File: config.mk
export PLATFORM = sky130hd
export DESIGN_NAME = mfo_top
export DESIGN_NICKNAME = d
export VERILOG_FILES = /design/src/hw/mfo_pkg.sv /design/src/hw/mfo_octet_tally.sv /design/src/hw/mfo_top.sv
export SDC_FILE = /design/constraint.sdc
export NUM_CORES = 1
export LEC_CHECK = 0
export BUFFER_PORTS_ARGS = -buffer_cell sky130_fd_sc_hd__buf_4
export CORE_MARGIN = 4
export CORE_UTILIZATION = 53
export CTS_CLUSTER_SIZE = 10
export DETAILED_ROUTE_END_ITERATION = 16
export PLACE_DENSITY_LB_ADDON = 0.12
export SLEW_MARGIN = 20
export SYNTH_ARGS = -nofsm -noshare
export SYNTH_HDL_FRONTEND = slang
export SYNTH_SLANG_ARGS = --single-unit
File: constraint.sdc
create_clock -name sys_clk -period 6.32 [get_ports sys_clk]
set_clock_uncertainty 0.15 [all_clocks]
set_input_delay 0.316 -clock sys_clk [delete_from_list [all_inputs] [get_ports sys_clk]]
set_output_delay 0.316 -clock sys_clk [all_outputs]
set_load 0.01 [all_outputs]
File: src/hw/mfo_pkg.sv
package mfo_pkg;

  // Widths
  localparam int CNT_W     = 16;
  localparam int TOT_W     = 64;
  localparam int WIDE_W    = 96;
  localparam int NARROW_W  = 64;
  localparam int ADDR_W    = 5;
  localparam int DATA_W    = 32;

  // Register byte offsets
  localparam logic [4:0] RX_TOTAL_LO_OFS = 5'h00;
  localparam logic [4:0] RX_TOTAL_HI_OFS = 5'h04;
  localparam logic [4:0] TX_TOTAL_LO_OFS = 5'h08;
  localparam logic [4:0] TX_TOTAL_HI_OFS = 5'h0C;
  localparam logic [4:0] CTRL_OFS        = 5'h10;
  localparam logic [4:0] STATUS_OFS      = 5'h14;

  // Control field positions (write-one actions, read as zero)
  localparam int CTRL_CLR_RX_BIT = 0;
  localparam int CTRL_CLR_TX_BIT = 1;

  // Status field positions
  localparam int STAT_OVF_BIT    = 0;
  localparam int STAT_UNF_BIT    = 1;
  localparam int STAT_LVL_LSB    = 8;
  localparam int STAT_LVL_W      = 8;

  // Reset values
  localparam logic [TOT_W-1:0]  TOTAL_RST = 64'h0000_0000_0000_0000;
  localparam logic [CNT_W-1:0]  COUNT_RST = 16'h0000;
  localparam logic [DATA_W-1:0] RDATA_RST = 32'h0000_0000;

  // Default stamp queue depth (packets in flight between link and client)
  localparam int STAMP_DEPTH = 4;

  // End-of-frame report from the MAC pipeline, one cycle per frame
  typedef struct packed {
    logic             done;
    logic [CNT_W-1:0] payload_len;
    logic             fcs_err;
    logic             undersize;
    logic             oversize;
    logic             len_err;
  } mfo_frame_end_type;

  // Time-of-day word as sampled at link arrival
  typedef struct packed {
    logic [WIDE_W-1:0]   wide;
    logic [NARROW_W-1:0] narrow;
  } mfo_stamp_type;

endpackage

File: src/hw/mfo_octet_tally.sv
`timescale 1ns/1ps
`default_nettype none

// Per-direction payload octet reporter and cumulative total
module mfo_octet_tally (
  input  wire logic                       sys_clk,
  input  wire logic                       rst_b,
  input  wire logic                       ce,
  input  wire mfo_pkg::mfo_frame_end_type frame_end,
  input  wire logic                       clear_total,
  output logic [mfo_pkg::CNT_W-1:0]       frame_count,
  output logic                            frame_strobe,
  output logic [mfo_pkg::TOT_W-1:0]       total
);

  logic [mfo_pkg::CNT_W-1:0] count_ff;
  logic                      strobe_ff;
  logic [mfo_pkg::TOT_W-1:0] total_ff;
  logic                      qualifying;
  logic [mfo_pkg::TOT_W-1:0] nxt_total;

  // Any error marks the frame as not qualifying
  assign qualifying = frame_end.done & ~frame_end.fcs_err
                      & ~frame_end.undersize & ~frame_end.oversize
                      & ~frame_end.len_err;

  // Add only on a strobe; an addition in the clear cycle is kept
  assign nxt_total = (clear_total ? mfo_pkg::TOTAL_RST : total_ff)
                     + (strobe_ff ? {{(mfo_pkg::TOT_W-mfo_pkg::CNT_W){1'b0}},
                                     count_ff}
                                  : mfo_pkg::TOTAL_RST);

  // Count is loaded only for qualifying frames, strobe pulses one cycle
  always_ff @(posedge sys_clk or negedge rst_b) begin
    if (!rst_b) begin
      count_ff  <= mfo_pkg::COUNT_RST;
      strobe_ff <= 1'b0;
      total_ff  <= mfo_pkg::TOTAL_RST;
    end else if (ce) begin
      strobe_ff <= qualifying;
      if (qualifying) begin
        count_ff <= frame_end.payload_len;
      end
      total_ff <= nxt_total;
    end
  end

  assign frame_count  = count_ff;
  assign frame_strobe = strobe_ff;
  assign total        = total_ff;

endmodule

`default_nettype wire

File: src/hw/mfo_top.sv
// Local design decisions: the Avalon-MM interface to the registers and the address map.
`timescale 1ns/1ps
`default_nettype none

// Functional notes
// - Keep 64-bit cumulative receive and transmit totals of good payload octets.
// - Qualifying frame: no FCS, undersize, oversize or payload length error.
// - Each direction outputs a 16-bit per-frame payload octet count.
// - Per-direction strobe pulses when count holds a qualifying frame's octets.
// - Receive outputs on receive MAC clock, transmit outputs on transmit clock; this build runs both on sys_clk.
// - Per-frame count and strobe work with no statistics block present.
// - With time support, provide 96-bit, 64-bit or both receive stamps.
// - Every received packet gets a stamp, precision time packet or not; an arrival while the queue is full gets none.
// - Stamp buses are valid in the client start-of-packet cycle; the head stamp is registered, so it must be queued a cycle before that cycle.
// - Stamp is link arrival time, not client presentation time.
module mfo_top #(
  parameter bit EN_STAMP     = 1'b1,
  parameter bit EN_WIDE      = 1'b1,
  parameter bit EN_NARROW    = 1'b1,
  parameter int STAMP_DEPTH  = mfo_pkg::STAMP_DEPTH
) (
  input  wire logic                         sys_clk,
  input  wire logic                         rst_b,
  input  wire logic                         ce,
  // Avalon-MM slave
  input  wire logic [mfo_pkg::ADDR_W-1:0]   avs_address,
  input  wire logic                         avs_read,
  input  wire logic                         avs_write,
  input  wire logic [mfo_pkg::DATA_W-1:0]   avs_writedata,
  input  wire logic [3:0]                   avs_byteenable,
  output logic [mfo_pkg::DATA_W-1:0]        avs_readdata,
  output logic                              avs_waitrequest,
  // End-of-frame reports from the MAC pipeline
  input  wire mfo_pkg::mfo_frame_end_type   rx_frame_end,
  input  wire mfo_pkg::mfo_frame_end_type   tx_frame_end,
  // Per-frame octet reports
  output logic [mfo_pkg::CNT_W-1:0]         rx_frame_payload_count,
  output logic                              rx_frame_payload_count_strobe,
  output logic [mfo_pkg::CNT_W-1:0]         tx_frame_payload_count,
  output logic                              tx_frame_payload_count_strobe,
  // Time of day and packet markers
  input  wire logic [mfo_pkg::WIDE_W-1:0]   rx_tod_input_wide,
  input  wire logic [mfo_pkg::NARROW_W-1:0] rx_tod_input_narrow,
  input  wire logic                         rx_link_sop,
  input  wire logic                         rx_client_sop,
  output logic [mfo_pkg::WIDE_W-1:0]        rx_arrival_stamp_wide,
  output logic [mfo_pkg::NARROW_W-1:0]      rx_arrival_stamp_narrow
);

  localparam int PTR_W = (STAMP_DEPTH > 1) ? $clog2(STAMP_DEPTH) : 1;

  // ---------------------------------------------------------------
  // Octet tallies, one per direction. Both share sys_clk here: the
  // receive and transmit MAC clocks are one clock in this build.
  // ---------------------------------------------------------------
  logic [mfo_pkg::TOT_W-1:0] rx_total;
  logic [mfo_pkg::TOT_W-1:0] tx_total;
  logic                      clr_rx;
  logic                      clr_tx;

  // Tallies run from the frame reports alone, no statistics block needed
  mfo_octet_tally u_rx_tally (
    .sys_clk      (sys_clk),
    .rst_b        (rst_b),
    .ce           (ce),
    .frame_end    (rx_frame_end),
    .clear_total  (clr_rx),
    .frame_count  (rx_frame_payload_count),
    .frame_strobe (rx_frame_payload_count_strobe),
    .total        (rx_total)
  );

  mfo_octet_tally u_tx_tally (
    .sys_clk      (sys_clk),
    .rst_b        (rst_b),
    .ce           (ce),
    .frame_end    (tx_frame_end),
    .clear_total  (clr_tx),
    .frame_count  (tx_frame_payload_count),
    .frame_strobe (tx_frame_payload_count_strobe),
    .total        (tx_total)
  );

  // ---------------------------------------------------------------
  // Arrival stamp queue. Time is caught at link arrival and handed to
  // the client at its start of packet, so the gap between the two
  // (the receive pipeline) can hold several packets in flight.
  // ---------------------------------------------------------------
  mfo_pkg::mfo_stamp_type  stamp_mem [STAMP_DEPTH];
  mfo_pkg::mfo_stamp_type  tod_now;
  mfo_pkg::mfo_stamp_type  head_ff;
  logic [PTR_W:0]          wr_ptr_ff;
  logic [PTR_W:0]          rd_ptr_ff;
  logic [PTR_W:0]          level;
  logic                    q_empty;
  logic                    q_full;
  logic                    push;
  logic                    pop;
  logic                    ovf_ev;
  logic                    unf_ev;

  // Disabled formats capture nothing, their bus stays at zero
  assign tod_now.wide   = (EN_STAMP && EN_WIDE)
                          ? rx_tod_input_wide : '0;
  assign tod_now.narrow = (EN_STAMP && EN_NARROW)
                          ? rx_tod_input_narrow : '0;

  assign level   = wr_ptr_ff - rd_ptr_ff;
  assign q_empty = (level == '0);
  assign q_full  = (level == (PTR_W+1)'(STAMP_DEPTH));
  // Every arriving packet is stamped unless the queue is full, its type is never looked at
  assign push    = EN_STAMP && rx_link_sop && !q_full;
  assign pop     = EN_STAMP && rx_client_sop && !q_empty;
  assign ovf_ev  = EN_STAMP && rx_link_sop && q_full;
  assign unf_ev  = EN_STAMP && rx_client_sop && q_empty;

  // Store time of day at link arrival
  always_ff @(posedge sys_clk) begin
    if (ce && push) begin
      stamp_mem[wr_ptr_ff[PTR_W-1:0]] <= tod_now;
    end
  end

  // Queue pointers
  always_ff @(posedge sys_clk or negedge rst_b) begin
    if (!rst_b) begin
      wr_ptr_ff <= '0;
      rd_ptr_ff <= '0;
    end else if (ce) begin
      if (push) begin
        wr_ptr_ff <= wr_ptr_ff + 1'b1;
      end
      if (pop) begin
        rd_ptr_ff <= rd_ptr_ff + 1'b1;
      end
    end
  end

  // Head stamp is mirrored into flops every cycle, so the buses already
  // show it when the client start of packet arrives. Costs one cycle:
  // a stamp must be queued a cycle before its client start of packet.
  always_ff @(posedge sys_clk or negedge rst_b) begin
    if (!rst_b) begin
      head_ff <= '0;
    end else if (ce) begin
      head_ff <= q_empty ? '0 : stamp_mem[rd_ptr_ff[PTR_W-1:0]];
    end
  end

  assign rx_arrival_stamp_wide   = head_ff.wide;
  assign rx_arrival_stamp_narrow = head_ff.narrow;

  // ---------------------------------------------------------------
  // Avalon-MM slave: one wait cycle on every access
  // ---------------------------------------------------------------
  logic                        ack_ff;
  logic [mfo_pkg::DATA_W-1:0]  rdata_ff;
  logic [mfo_pkg::DATA_W-1:0]  rx_hi_snap_ff;
  logic [mfo_pkg::DATA_W-1:0]  tx_hi_snap_ff;
  logic                        ovf_ff;
  logic                        unf_ff;
  logic                        req;
  logic                        wr_take;
  logic                        rd_first;
  logic [4:0]                  ofs;
  logic                        sel_rx_lo;
  logic                        sel_rx_hi;
  logic                        sel_tx_lo;
  logic                        sel_tx_hi;
  logic                        sel_ctrl;
  logic                        sel_stat;
  logic [mfo_pkg::DATA_W-1:0]  stat_word;
  logic [mfo_pkg::DATA_W-1:0]  nxt_rdata;
  logic                        clr_ovf;
  logic                        clr_unf;

  // Address decode on aligned byte offsets
  assign ofs       = {avs_address[4:2], 2'b00};
  assign sel_rx_lo = (ofs == mfo_pkg::RX_TOTAL_LO_OFS);
  assign sel_rx_hi = (ofs == mfo_pkg::RX_TOTAL_HI_OFS);
  assign sel_tx_lo = (ofs == mfo_pkg::TX_TOTAL_LO_OFS);
  assign sel_tx_hi = (ofs == mfo_pkg::TX_TOTAL_HI_OFS);
  assign sel_ctrl  = (ofs == mfo_pkg::CTRL_OFS);
  assign sel_stat  = (ofs == mfo_pkg::STATUS_OFS);

  assign req             = avs_read | avs_write;
  assign avs_waitrequest = req & ~ack_ff;
  assign wr_take         = avs_write & ack_ff;
  assign rd_first        = avs_read & ~ack_ff;

  // Write-one actions; only byte lane 0 carries them
  assign clr_rx  = wr_take & sel_ctrl & avs_byteenable[0]
                   & avs_writedata[mfo_pkg::CTRL_CLR_RX_BIT];
  assign clr_tx  = wr_take & sel_ctrl & avs_byteenable[0]
                   & avs_writedata[mfo_pkg::CTRL_CLR_TX_BIT];
  assign clr_ovf = wr_take & sel_stat & avs_byteenable[0]
                   & avs_writedata[mfo_pkg::STAT_OVF_BIT];
  assign clr_unf = wr_take & sel_stat & avs_byteenable[0]
                   & avs_writedata[mfo_pkg::STAT_UNF_BIT];

  // Status: sticky queue faults and current queue level
  always_comb begin
    stat_word = mfo_pkg::RDATA_RST;
    stat_word[mfo_pkg::STAT_OVF_BIT] = ovf_ff;
    stat_word[mfo_pkg::STAT_UNF_BIT] = unf_ff;
    stat_word[mfo_pkg::STAT_LVL_LSB +: mfo_pkg::STAT_LVL_W] =
      mfo_pkg::STAT_LVL_W'(level);
  end

  // Read mux; unmapped offsets and the control word read as zero.
  // The high half comes from a snapshot taken at the low-half read so
  // a 64-bit total read as low then high is never torn.
  assign nxt_rdata = sel_rx_lo ? rx_total[31:0]
                   : sel_rx_hi ? rx_hi_snap_ff
                   : sel_tx_lo ? tx_total[31:0]
                   : sel_tx_hi ? tx_hi_snap_ff
                   : sel_stat  ? stat_word
                   : mfo_pkg::RDATA_RST;

  // Handshake and read data
  always_ff @(posedge sys_clk or negedge rst_b) begin
    if (!rst_b) begin
      ack_ff   <= 1'b0;
      rdata_ff <= mfo_pkg::RDATA_RST;
    end else if (ce) begin
      ack_ff <= req & ~ack_ff;
      if (rd_first) begin
        rdata_ff <= nxt_rdata;
      end
    end
  end

  // High-half snapshots
  always_ff @(posedge sys_clk or negedge rst_b) begin
    if (!rst_b) begin
      rx_hi_snap_ff <= mfo_pkg::RDATA_RST;
      tx_hi_snap_ff <= mfo_pkg::RDATA_RST;
    end else if (ce && rd_first) begin
      if (sel_rx_lo) begin
        rx_hi_snap_ff <= rx_total[63:32];
      end
      if (sel_tx_lo) begin
        tx_hi_snap_ff <= tx_total[63:32];
      end
    end
  end

  // Sticky faults: a new event in the clear cycle wins
  always_ff @(posedge sys_clk or negedge rst_b) begin
    if (!rst_b) begin
      ovf_ff <= 1'b0;
      unf_ff <= 1'b0;
    end else if (ce) begin
      ovf_ff <= ovf_ev | (ovf_ff & ~clr_ovf);
      unf_ff <= unf_ev | (unf_ff & ~clr_unf);
    end
  end

  assign avs_readdata = rdata_ff;

endmodule

`default_nettype wire

# --- Word-level counts from Yosys, hierarchy flattened ---
# Memory sizes are Yosys's and may differ from the RTL's.
# Cells that the tools add are included.
classes:
  addsub: 5
  eq_ne: 6
  n_reduce_logical: 17
  bitwise_logic: 35
  mux: 12
op_table:
  columns: ["cell", "count"]
  rows:
  - ["2-to-1 mux 160 bit", 1]
  - ["adder 64 bit", 2]
  - ["2-to-1 mux 32 bit", 4]
  - ["2-to-1 mux 64 bit", 2]
  - ["2-to-1 mux 16 bit", 2]
  - ["bitwise AND 1 bit", 21]
  - ["AND reduction 2 bit", 7]
  - ["2-to-1 mux 11 bit", 1]
  - ["inverter 1 bit", 11]
  - ["equality test 3 bit (second input constant)", 3]
  - ["adder 3 x 1 -> 3 bit (second input constant)", 2]
  - ["equality test 3 x 2 -> 1 bit (second input constant)", 2]
  - ["logical AND 1 bit", 6]
  - ["zero test 5 bit", 1]
  - ["equality test 3 x 1 -> 1 bit (second input constant)", 1]
  - ["zero test 3 bit", 1]
  - ["OR 1 bit", 3]
  - ["subtractor 3 bit", 1]
  - ["zero test 1 bit", 2]
  - ["2-to-1 mux 1 bit", 2]
word_totals:
  out_inout_bits: 227
  ram_bits: 640
  in_bits: 250
  memories: 1
  regBits: 427
mem_list:
  columns: ["name", "words", "word_bits", "rd", "rd_ports_with_merged_regs", "write_ports", "line", "rtl"]
  rows:
  - ["stamp_mem", 4, 160, 1, 0, 1, "mfo_top.sv:89", "mfo_pkg::mfo_stamp_type stamp_mem [STAMP_DEPTH];"]

# --- Longest topological paths before layout ---
# Gate-level depths: netlist of run 1.
depth:
  depth_word: 7
  mapped_depth: 15
  mapped_depth_nobuf: 12

# --- By module ---
# From an unflattened synthesis of run 1, not the netlist that was laid out.
hier_totals:
  cells_unflattened: 3061
  hier_area_um2: 44521.4
modules_own_cells:
  columns: ["mod", "area_each_um2", "seq_area_each_um2", "instances", "cells_per_inst"]
  rows:
  - ["mfo_top", 34499.3, 25849.8, 1, 1995]
  - ["mfo_octet_tally", 5011.1, 2026.9, 2, 533]

# --- Worst setup path after synthesis of run 1 ---
# No wires, ideal clock.
synth_path:
  path_type: "register to register"
  from: "register rd_ptr_ff[1]"
  to: "memory stamp_mem[3][0] in the netlist's numbering (enable)"
  setup_slack_ns: -0.379
  arrival_ns: 6.009
  synth_period_minus_slack_ns: 6.699
  stages_incl_launch_ff: 10
  t_required_ns: 5.629
  path_buffers: 3
  cell_sequence: "dfrtp_1 -> clkbuf_1 -> clkbuf_1 -> clkbuf_1 -> inv_1 -> fa_1 -> xnor2_1 -> nor3b_1 -> nor2_1 -> and2_1"
synth_between:
  elab_chain_cells: 7
synth_lines:
  columns: ["item", "line", "rtl"]
  rows:
  - ["start, declared", "mfo_top.sv:93", "logic [PTR_W:0] rd_ptr_ff;"]
  - ["start signal, assigned", "mfo_top.sv:134", "rd_ptr_ff <= rd_ptr_ff + 1'b1;"]
  - ["subtractor 3 bit", "mfo_top.sv:108", "assign level = wr_ptr_ff - rd_ptr_ff;"]
  - ["equality test 3 bit", "mfo_top.sv:110", "assign q_full = (level == (PTR_W+1)'(STAMP_DEPTH));"]
  - ["zero test 1 bit", "mfo_top.sv:112", "assign push = EN_STAMP && rx_link_sop && !q_full;"]
  - ["logical AND 1 bit", "mfo_top.sv:112", null]
  - ["logical AND 1 bit", "mfo_top.sv:119", "if (ce && push) begin"]
  - ["2-to-1 mux 1 bit", "mfo_top.sv:119", null]
  - ["2-to-1 mux 1 bit (not written as such)", "mfo_top.sv:120", "stamp_mem[wr_ptr_ff[PTR_W-1:0]] <= tod_now;"]
  - ["end, declared", "mfo_top.sv:89", null]
# Every way passes these cells.

# --- Worst setup path after layout of run 1 ---
layout_path:
  from: "input avs_address[4] in the netlist's numbering"
  to: "register u_rx_tally.total_ff (netlist bit u_rx_tally.total[44])"
layout_between:
  elab_chain_cells: 6
layout_lines:
  columns: ["item", "line", "rtl"]
  rows:
  - ["start, declared", "mfo_top.sv:26", "input wire logic [mfo_pkg::ADDR_W-1:0] avs_address,"]
  - ["equality test 3 bit", "mfo_top.sv:183", "assign sel_ctrl = (ofs == mfo_pkg::CTRL_OFS);"]
  - ["bitwise AND 1 bit (2 in a row)", "mfo_top.sv:192", "assign clr_rx = wr_take & sel_ctrl & avs_byteenable[0]"]
  - ["bitwise AND 1 bit", "mfo_top.sv:193", "& avs_writedata[mfo_pkg::CTRL_CLR_RX_BIT];"]
  - ["2-to-1 mux 64 bit", "mfo_octet_tally.sv:28", "assign nxt_total = (clear_total ? mfo_pkg::TOTAL_RST : total_ff)"]
  - ["adder 64 bit", "mfo_octet_tally.sv:29", "+ (strobe_ff ? {{(mfo_pkg::TOT_W-mfo_pkg::CNT_W){1'b0}},"]
  - ["end signal, assigned", "mfo_octet_tally.sv:38", "total_ff <= mfo_pkg::TOTAL_RST;"]
  - ["end signal, assigned", "mfo_octet_tally.sv:44", "total_ff <= nxt_total;"]
  - ["end, declared", "mfo_octet_tally.sv:18", "logic [mfo_pkg::TOT_W-1:0] total_ff;"]
# Every way passes these cells.
# A chain may end at the register's enable or synchronous reset.

==> impl_metrics.csv, run 1 <==
group,metric,value,unit
synth,syn-instance-count,2747,
synth,asyncSetResetFlopFracSynth,40.0,%
synth,synth-seq-area-share,69.0,%
synth,synth_top_cells_by_count,"640 x edfxtp_1, 427 x dfrtp_1, 324 x nand2_1, 163 x o2bb2ai_1, 161 x mux4_2",
drt,post_drt_wl_per_cell,24.7,µm
floorplan,dieWidth,294,µm
global_route,grt_pass1_wl,173000,µm
clock_tree,clock_latency,0.69,ns
pwr,power_per_cell_area,401,nW/µm²
global_route,grt_overflow_total,0,
critical_path,worstSetupPathType,"in2reg",
sta,period_needed,4.58,ns
clock_tree,post_cts.resized_instances,0,
global_route,grt_antenna_before_repair,19,
synth,ys_dominant_reg_cell,"edfxtp_1",
clock_tree,clock-sinks,1067,
drt,post-route-drc-count,0,
global_route,pin_count_of_the_biggest_net_entering_global_routing,162,
global_route,grt_pass1_vias,28400,
floorplan,floorplan.die_area,86400,µm²
sta,setup_tns,0,ns
run_status,run_status,"completed",
floorplan,die_height,294,µm
sta,finalHoldViolCount,0,
synth,post_synth.cell_area_avg,15.8,µm²
clock_tree,clock_path_buffers,3,
drt,drt_iter0_drcs,2191,
floorplan,floorplan.core_area,80800,µm²
finish,fin_nets,3688,
pwr,power_leakage,20.5,nW
clock_tree,cts-root-buf,"clkbuf_16",
synth,syn-num-nets,3038,
finish,fillerInstances,5657,
synth,synthDominantCellAreaShare,44.3,%
critical_path,worstSetupEndpointType,"flop",
clock_tree,clk_pin_slew_worst_paths,0.06,ns
sta,max_freq,0.218,GHz
critical_path,crit_path_dat,4.94,ns
sta,maxSlewHeadroom,32.9,%
drt,detail_route.first_pass.iterations,7,
sta,setup_viol,0,
synth,netlist.top_cell.by_area,"edfxtp_1",
pwr,worst_ir_drop_vdd,0.000460,V
synth,synth_edf_count,640,
global_route,gr-usage-all-layers,26.3,%
flow_run,cap_viol_max_count,0,
hold_path,hold_path.class,"in2reg",
clock_tree,htree_num_levels,3,
sta,worstMarginPinSlew,1.01,ns
finish,area_delta_synth_final,23.2,%
placement,port_buffers,441,
placement,detailedPlacementHpwl,69700,µm
synth,synth.ff_latch_count,1067,
critical_path,worstPathRequired,6.68,ns
floorplan,io_pins,477,
synth,post-synth-top-count-cell,"edfxtp_1",
synth,synth_cell_type_count,76,
sta,min_period_over_period,72.5,%
floorplan,initial_utilization,53.6,%
critical_path,critPathLaunchType,"input port",
drt,ant_nets,0,
placement,placed_cell_area,47900,µm²
placement,place.gp.congestion,0.898,
synth,ys_top_cells_by_area,"edfxtp_1 44%, dfrtp_1 25%, mux4_2 8.4%",
drt,route.detailed.vias_per_inst,5.88,
floorplan,placement_rows,104,
finish,final_cell_area,53400,µm²
critical_path,critical_path_peak_fanout,27,
clock_tree,cts-buffers-inserted,117,
clock_tree,tritoncts,"built",
drt,totalWireLength,113000,µm
sta,count_of_final_max_slew_check_failures,0,
drt,route.vias.total,26800,
finish,post_route_cells_drive_above_1_share,26.6,%
synth,cell_area_after_technology_mapping,43300,µm²
synth,yosys_warnings,0,
sta,setup_repair_after_global_routing_missed_its_margin,"false",
-- kinds of logic (layout without fill, tap and decap cells) --
logic type               Yosys count  count (layout)  share of synthesized area, %
AND/OR/NAND/NOR                  657             657                          7.18
buffers and inverters            180             913                          1.66
other                              0              16                             0
flip-flops                      1067            1067                          69.0
XOR/XNOR                         111             111                          2.24
adder cells (fa/ha/maj)           41              41                          1.24
AO/OA/AOI/OAI                    410             410                          7.22
multiplexers                     281             281                          11.5
-- power breakdown --
group / total, mW / internal (mW) / leakage, nW / switching [mW]
Sequential: 9.47 / 8.74 / 11.3 / 0.735
Combinational: 5.78 / 2.69 / 7.54 / 3.09
Clock: 6.18 / 3.52 / 1.63 / 2.66
Total: 21.4 / 14.9 / 20.5 / 6.49
-- flip-flops by register name (all words and copies together), names as in the netlist, 3 cells and up --
register,count
u_tx_tally.total,64
tx_hi_snap_ff,32
rx_hi_snap_ff,32
u_rx_tally.frame_count,16
rx_arrival_stamp_wide,96
u_tx_tally.frame_count,16
avs_readdata,32
stamp_mem,640
wr_ptr_ff,3
rd_ptr_ff,3
u_rx_tally.total,64
rx_arrival_stamp_narrow,64
-- stage by stage --
stage / setup WS, ns / std cells / total power [mW] / util (%) / hold slack (ns)
after floorplan: 1.41 / 2747 / 12.7 / - / -0.130
after global placement: 1.68 / 4136 / 15.2 / 59.2 / 0.236
after detailed placement: 1.68 / 4136 / 15.3 / 59.2 / 0.248
after CTS: 1.81 / 4539 / 21.6 / 66.0 / 0.0147
after global routing: 1.49 / 4549 / 22.5 / 66.1 / 0.0484
final: 1.74 / 4556 / 21.4 / 66.1 / 0.0579
-- worst max-delay path, stage by stage --
cell	delay, ns
dlygate4sd3_1	0.54
buf_4	0.22
nor3b_1	0.64
nand3_1	0.14
buf_4	0.26
and2_1	0.19
ha_1	0.21
fa_1	0.44
a211oi_1	0.32
o21bai_1	0.15
nand4_1	0.16
a21oi_1	0.18
o21ai_1	0.61
buf_4	0.30
nor4_1	0.09
xnor2_1	0.17
-- what timing repair did --
item                                   4_1_cts  5_1_grt
hold buffers                               201        0
buffers inserted                             0        0
endpoints found under the hold margin      774        0
-- final cells by class --
| class | instances | area, µm² | area share, % |
|---|---|---|---|
| sequential | 1067 | 29900 | 56.0 |
| clock inverter | 7 | 210 | 0.394 |
| inverter | 24 | 95.1 | 0.178 |
| antenna | 16 | 40.0 | 0.0750 |
| clock buffer | 195 | 3240 | 6.07 |
| multi-input combinational | 1500 | 12800 | 23.9 |
| timing repair buffer | 687 | 5820 | 10.9 |
| tap | 1060 | 1330 | 2.48 |
-- layout by cell type, fill, tap and decap left out, drive strengths merged, types with 5 or more instances in the layout --
cell	Yosys	layout
nand2	324	324
edfxtp	640	640
ha	38	38
mux4	161	161
nand3	46	46
clkbuf	120	196
buf	36	485
nand4	24	24
a211oi	12	12
dlygate4sd3	0	201
mux2	117	117
a22oi	55	55
inv	24	24
xnor2	58	58
xor2	53	53
and3	25	25
o21a	10	10
diode	0	16
a21oi	42	42
dfrtp	427	427
or4	5	5
o2bb2ai	163	163
nor3	23	23
a31oi	37	37
or3	8	8
nor2	88	88
and2	74	74
nor2b	7	7
o21ai	33	33
and4	6	6
a21o	16	16
o211ai	7	7
nor4	10	10
o21bai	5	5
clkinv	0	6
-- metal layers --
| layer | routed length (µm) | global-route usage (%) | vias to the layer above |
|---|---|---|---|
| li1 | - | - | 11800 |
| met5 | 34 | 0 | - |
| met3 | 7630 | 5.35 | 231 |
| met4 | 4010 | 9.25 | 6 |
| met1 | 45400 | 35.4 | 13800 |
| met2 | 55500 | 43.1 | 970 |
-- path summary, 6_finish.rpt --
| kind | start | end | slack (ns) | cells past startpoint |
|---|---|---|---|---|
| worst max-delay path | avs_address[4] | u_rx_tally.total[44] | 1.74 | 16 |
| worst max register to register | ack_ff | u_tx_tally.total[29] | 1.90 | 12 |
| worst min-delay path | avs_address[2] | avs_readdata[30] | 0.06 | 3 |
| worst min register to register | rx_arrival_stamp_wide[14] | rx_arrival_stamp_wide[14] | 0.33 | 1 |
| min in group asynchronous | rst_b | rx_arrival_stamp_wide[40] | 0.10 | 2 |
| max in group asynchronous | rst_b | u_rx_tally.total[28] | 4.48 | 3 |
No activity file was read; power rests on OpenSTA's default activity.
==> inputs of run 2 (changes only) <==
==> constraint.sdc (replaced) <==
create_clock -name sys_clk -period 4.1 [get_ports sys_clk]
set_clock_uncertainty 0.15 [all_clocks]
set_input_delay 0.205 -clock sys_clk [delete_from_list [all_inputs] [get_ports sys_clk]]
set_output_delay 0.205 -clock sys_clk [all_outputs]
set_load 0.01 [all_outputs]
==> impl_metrics.csv, run 2 (synthesis gave the netlist of run 1 again) <==
group,metric,value,unit
clock_tree,clock_latency,0.69,ns
sta,maxSlewHeadroom,25.1,%
floorplan,initial_utilization,53.6,%
flow_run,cap_viol_max_count,0,
global_route,pin_count_of_the_biggest_net_entering_global_routing,162,
sta,final_critical_path_setup_slack,0.257,ns
global_route,grt_antenna_before_repair,13,
global_route,grt_overflow_total,0,
critical_path,worstSetupEndpointType,"flop",
drt,ant_nets,0,
sta,period_needed,3.84,ns
run_status,run_status,"completed",
placement,dpl_worst_slack,0.125,ns
placement,placed_cell_area,48300,µm²
pwr,power.share.clock,29.0,%
hold_path,hold_path.class,"in2async",
sta,setup_repair_after_global_routing_missed_its_margin,"false",
pwr,worst_ir_drop_vdd,0.000601,V
floorplan,placement_rows,104,
global_route,grt_pass1_vias,28100,
critical_path,critical_path.max_stage_delay,0.46,ns
pwr,power_leakage,20.8,nW
clock_tree,clock-sinks,1067,
pwr,power_per_cell_area,619,nW/µm²
floorplan,floorplan.die_area,86400,µm²
floorplan,dieWidth,294,µm
global_route,gr-usage-all-layers,26.4,%
finish,largest_register_ff_count,640,
critical_path,worstPathBufferInverterCount,2,
floorplan,die_height,294,µm
pwr,total_switching_power,10.1,mW
sta,count_of_final_max_slew_check_failures,0,
drt,post_drt_wl_per_cell,24.7,µm
drt,route.detailed.vias_per_inst,5.84,
drt,route.vias.total,26800,
placement,port_buffers,441,
finish,fin_util,66.7,%
critical_path,critical-path-top-cell-by-count,"buf_4",
critical_path,critical_path_peak_fanout,27,
finish,post_route_cells_drive_above_1_share,27.4,%
clock_tree,clock_path_buffers,3,
drt,detail_route.first_pass.iterations,5,
clock_tree,tritoncts,"built",
critical_path,crit_path_dat,4.28,ns
sta,max_freq,0.260,GHz
finish,mostFrequentLayoutCell,"edfxtp_1",
floorplan,floorplan.core_area,80800,µm²
sta,min_period_over_period,93.7,%
critical_path,r2r_cells,14,
drt,post-route-drc-count,0,
sta,setup_viol,0,
drt,drt_iter0_drcs,1922,
critical_path,critPathLaunchType,"flop",
global_route,grt_pass1_wl,173000,µm
pwr,part_of_the_total_power_dissipated_in_combinational_logic,27.3,%
drt,totalWireLength,113000,µm
finish,fin_nets,3724,
clock_tree,post_cts_buffers,0,
critical_path,worstPathRequired,4.54,ns
critical_path,origin_of_the_critical_flop_to_flop_path,"ack_ff",
pwr,cell_internal_pwr,23.3,mW
clock_tree,htree_num_levels,3,
critical_path,worstSetupPathType,"reg2reg",
placement,detailedPlacementHpwl,71100,µm
finish,final_cell_mix,"640 x edfxtp_1, 492 x buf_4, 425 x dfrtp_1, 323 x nand2_1, 203 x dlygate4sd3_1",
critical_path,regToRegSetupSlack,0.26,ns
sta,worstMarginPinSlew,1.12,ns
critical_path,path_delay_family,"simple AND/OR/NAND/NOR gates",
pwr,power.sequential.fraction,43.7,%
clock_tree,cts-buffers-inserted,118,
clock_tree,clk_pin_slew_worst_paths,0.06,ns
critical_path,timing.rr.end,"u_rx_tally.total[48]",
floorplan,io_pins,477,
clock_tree,cts-root-buf,"clkbuf_16",
finish,final_cell_area,53900,µm²
placement,place.gp.congestion,0.889,
sta,whs,0.0438,ns
sta,finalHoldViolCount,0,
finish,area_delta_synth_final,24.3,%
critical_path,crit_slowest_cell,"a21oi_1",
critical_path,cp_cell_sequence,"and3_4 -> nand3_1 -> buf_4 -> and2_1 -> ha_1 -> fa_1 -> a211oi_1 -> o21bai_1 -> nand4_1 -> a21oi_1 -> o21ai_1 -> buf_4 -> nor4_1 -> xnor2_1",
pwr,switching_share_of_power,30.3,%
run 2: cell types whose count changed in the layout (fill, tap and decap cells not counted), moves of 2 or more:
cell and change:
buf_12 +14, buf_4 +19, dlygate4sd3_1 +2, diode_2 -5, clkbuf_1 +3, clkinv_2 +2
buf_6 +2
run 2: worst max path at each step:
stage | from | end | slack (ns) | cells past startpoint
5_1_grt | ack_ff | u_rx_tally.total[48] | 0.04 | 14
3_3_place_gp | avs_address[2] | u_tx_tally.total[59] | 0.15 | 13
2_1_floorplan | rd_ptr_ff[1] | stamp_mem[0][0] | -0.81 | 9
4_1_cts | ack_ff | u_tx_tally.total[59] | 0.14 | 12
6_report | ack_ff | u_rx_tally.total[48] | 0.26 | 14
3_5_place_dp | avs_address[4] | u_tx_tally.total[59] | 0.12 | 13
run 2: layer usage:
metal / part of all wire (%) / track usage (%)
met1: 40 / 34.9
met2: 50 / 43.7
met3: 6.7 / 6.31
met4: 3.0 / 8.34
met5: 0.037 / 0
run 2: area by class of cell:
type                    instances  area, µm²
diodes                         11       27.5
flip-flops and latches       1067      29900
repair buffers                722       6240
well taps                    1060       1330
clock buffers                 201       3310
fillers                      5608      26900
clock inverters                 9        210
inverters                      24       95.1
multi-input cells            1500      12800
run 2: worst reg2reg max path, delay by kind of cell (launching register included):
kind,cells,cell delay (ns)
simple gates,5,1.06
buf+inv,2,0.52
flops,1,0.44
xor+xnor,1,0.19
compound gates,4,0.94
fa+ha+maj,2,0.47
run 2: timing repair:
action,4_1_cts,5_1_grt
gates resized for setup,0,3
hold buffers,203,0
endpoints found under the setup margin,0,19
endpoints found under the hold margin,817,0
run 2: metrics by stage:
| stage | power, mW | std cells | setup TNS [ns] |
|---|---|---|---|
| floorplan | 19.6 | 2747 | -388.27 |
| global placement | 23.6 | 4170 | 0 |
| detailed placement | 23.8 | 4170 | 0 |
| CTS | 33.7 | 4583 | 0 |
| global route | 35.0 | 4590 | 0 |
| finish | 33.4 | 4594 | 0 |
run 2: power by group through the flow:
| stage | registers [mW] | logic [mW] | clock network (mW) |
|---|---|---|---|
| floorplan | 14.8 | 4.82 | 0 |
| global placement | 14.7 | 8.93 | 0 |
| detailed placement | 14.7 | 9.05 | 0 |
| CTS | 14.6 | 9.26 | 9.85 |
| global route | 14.7 | 9.86 | 10.4 |
| finish | 14.6 | 9.12 | 9.67 |
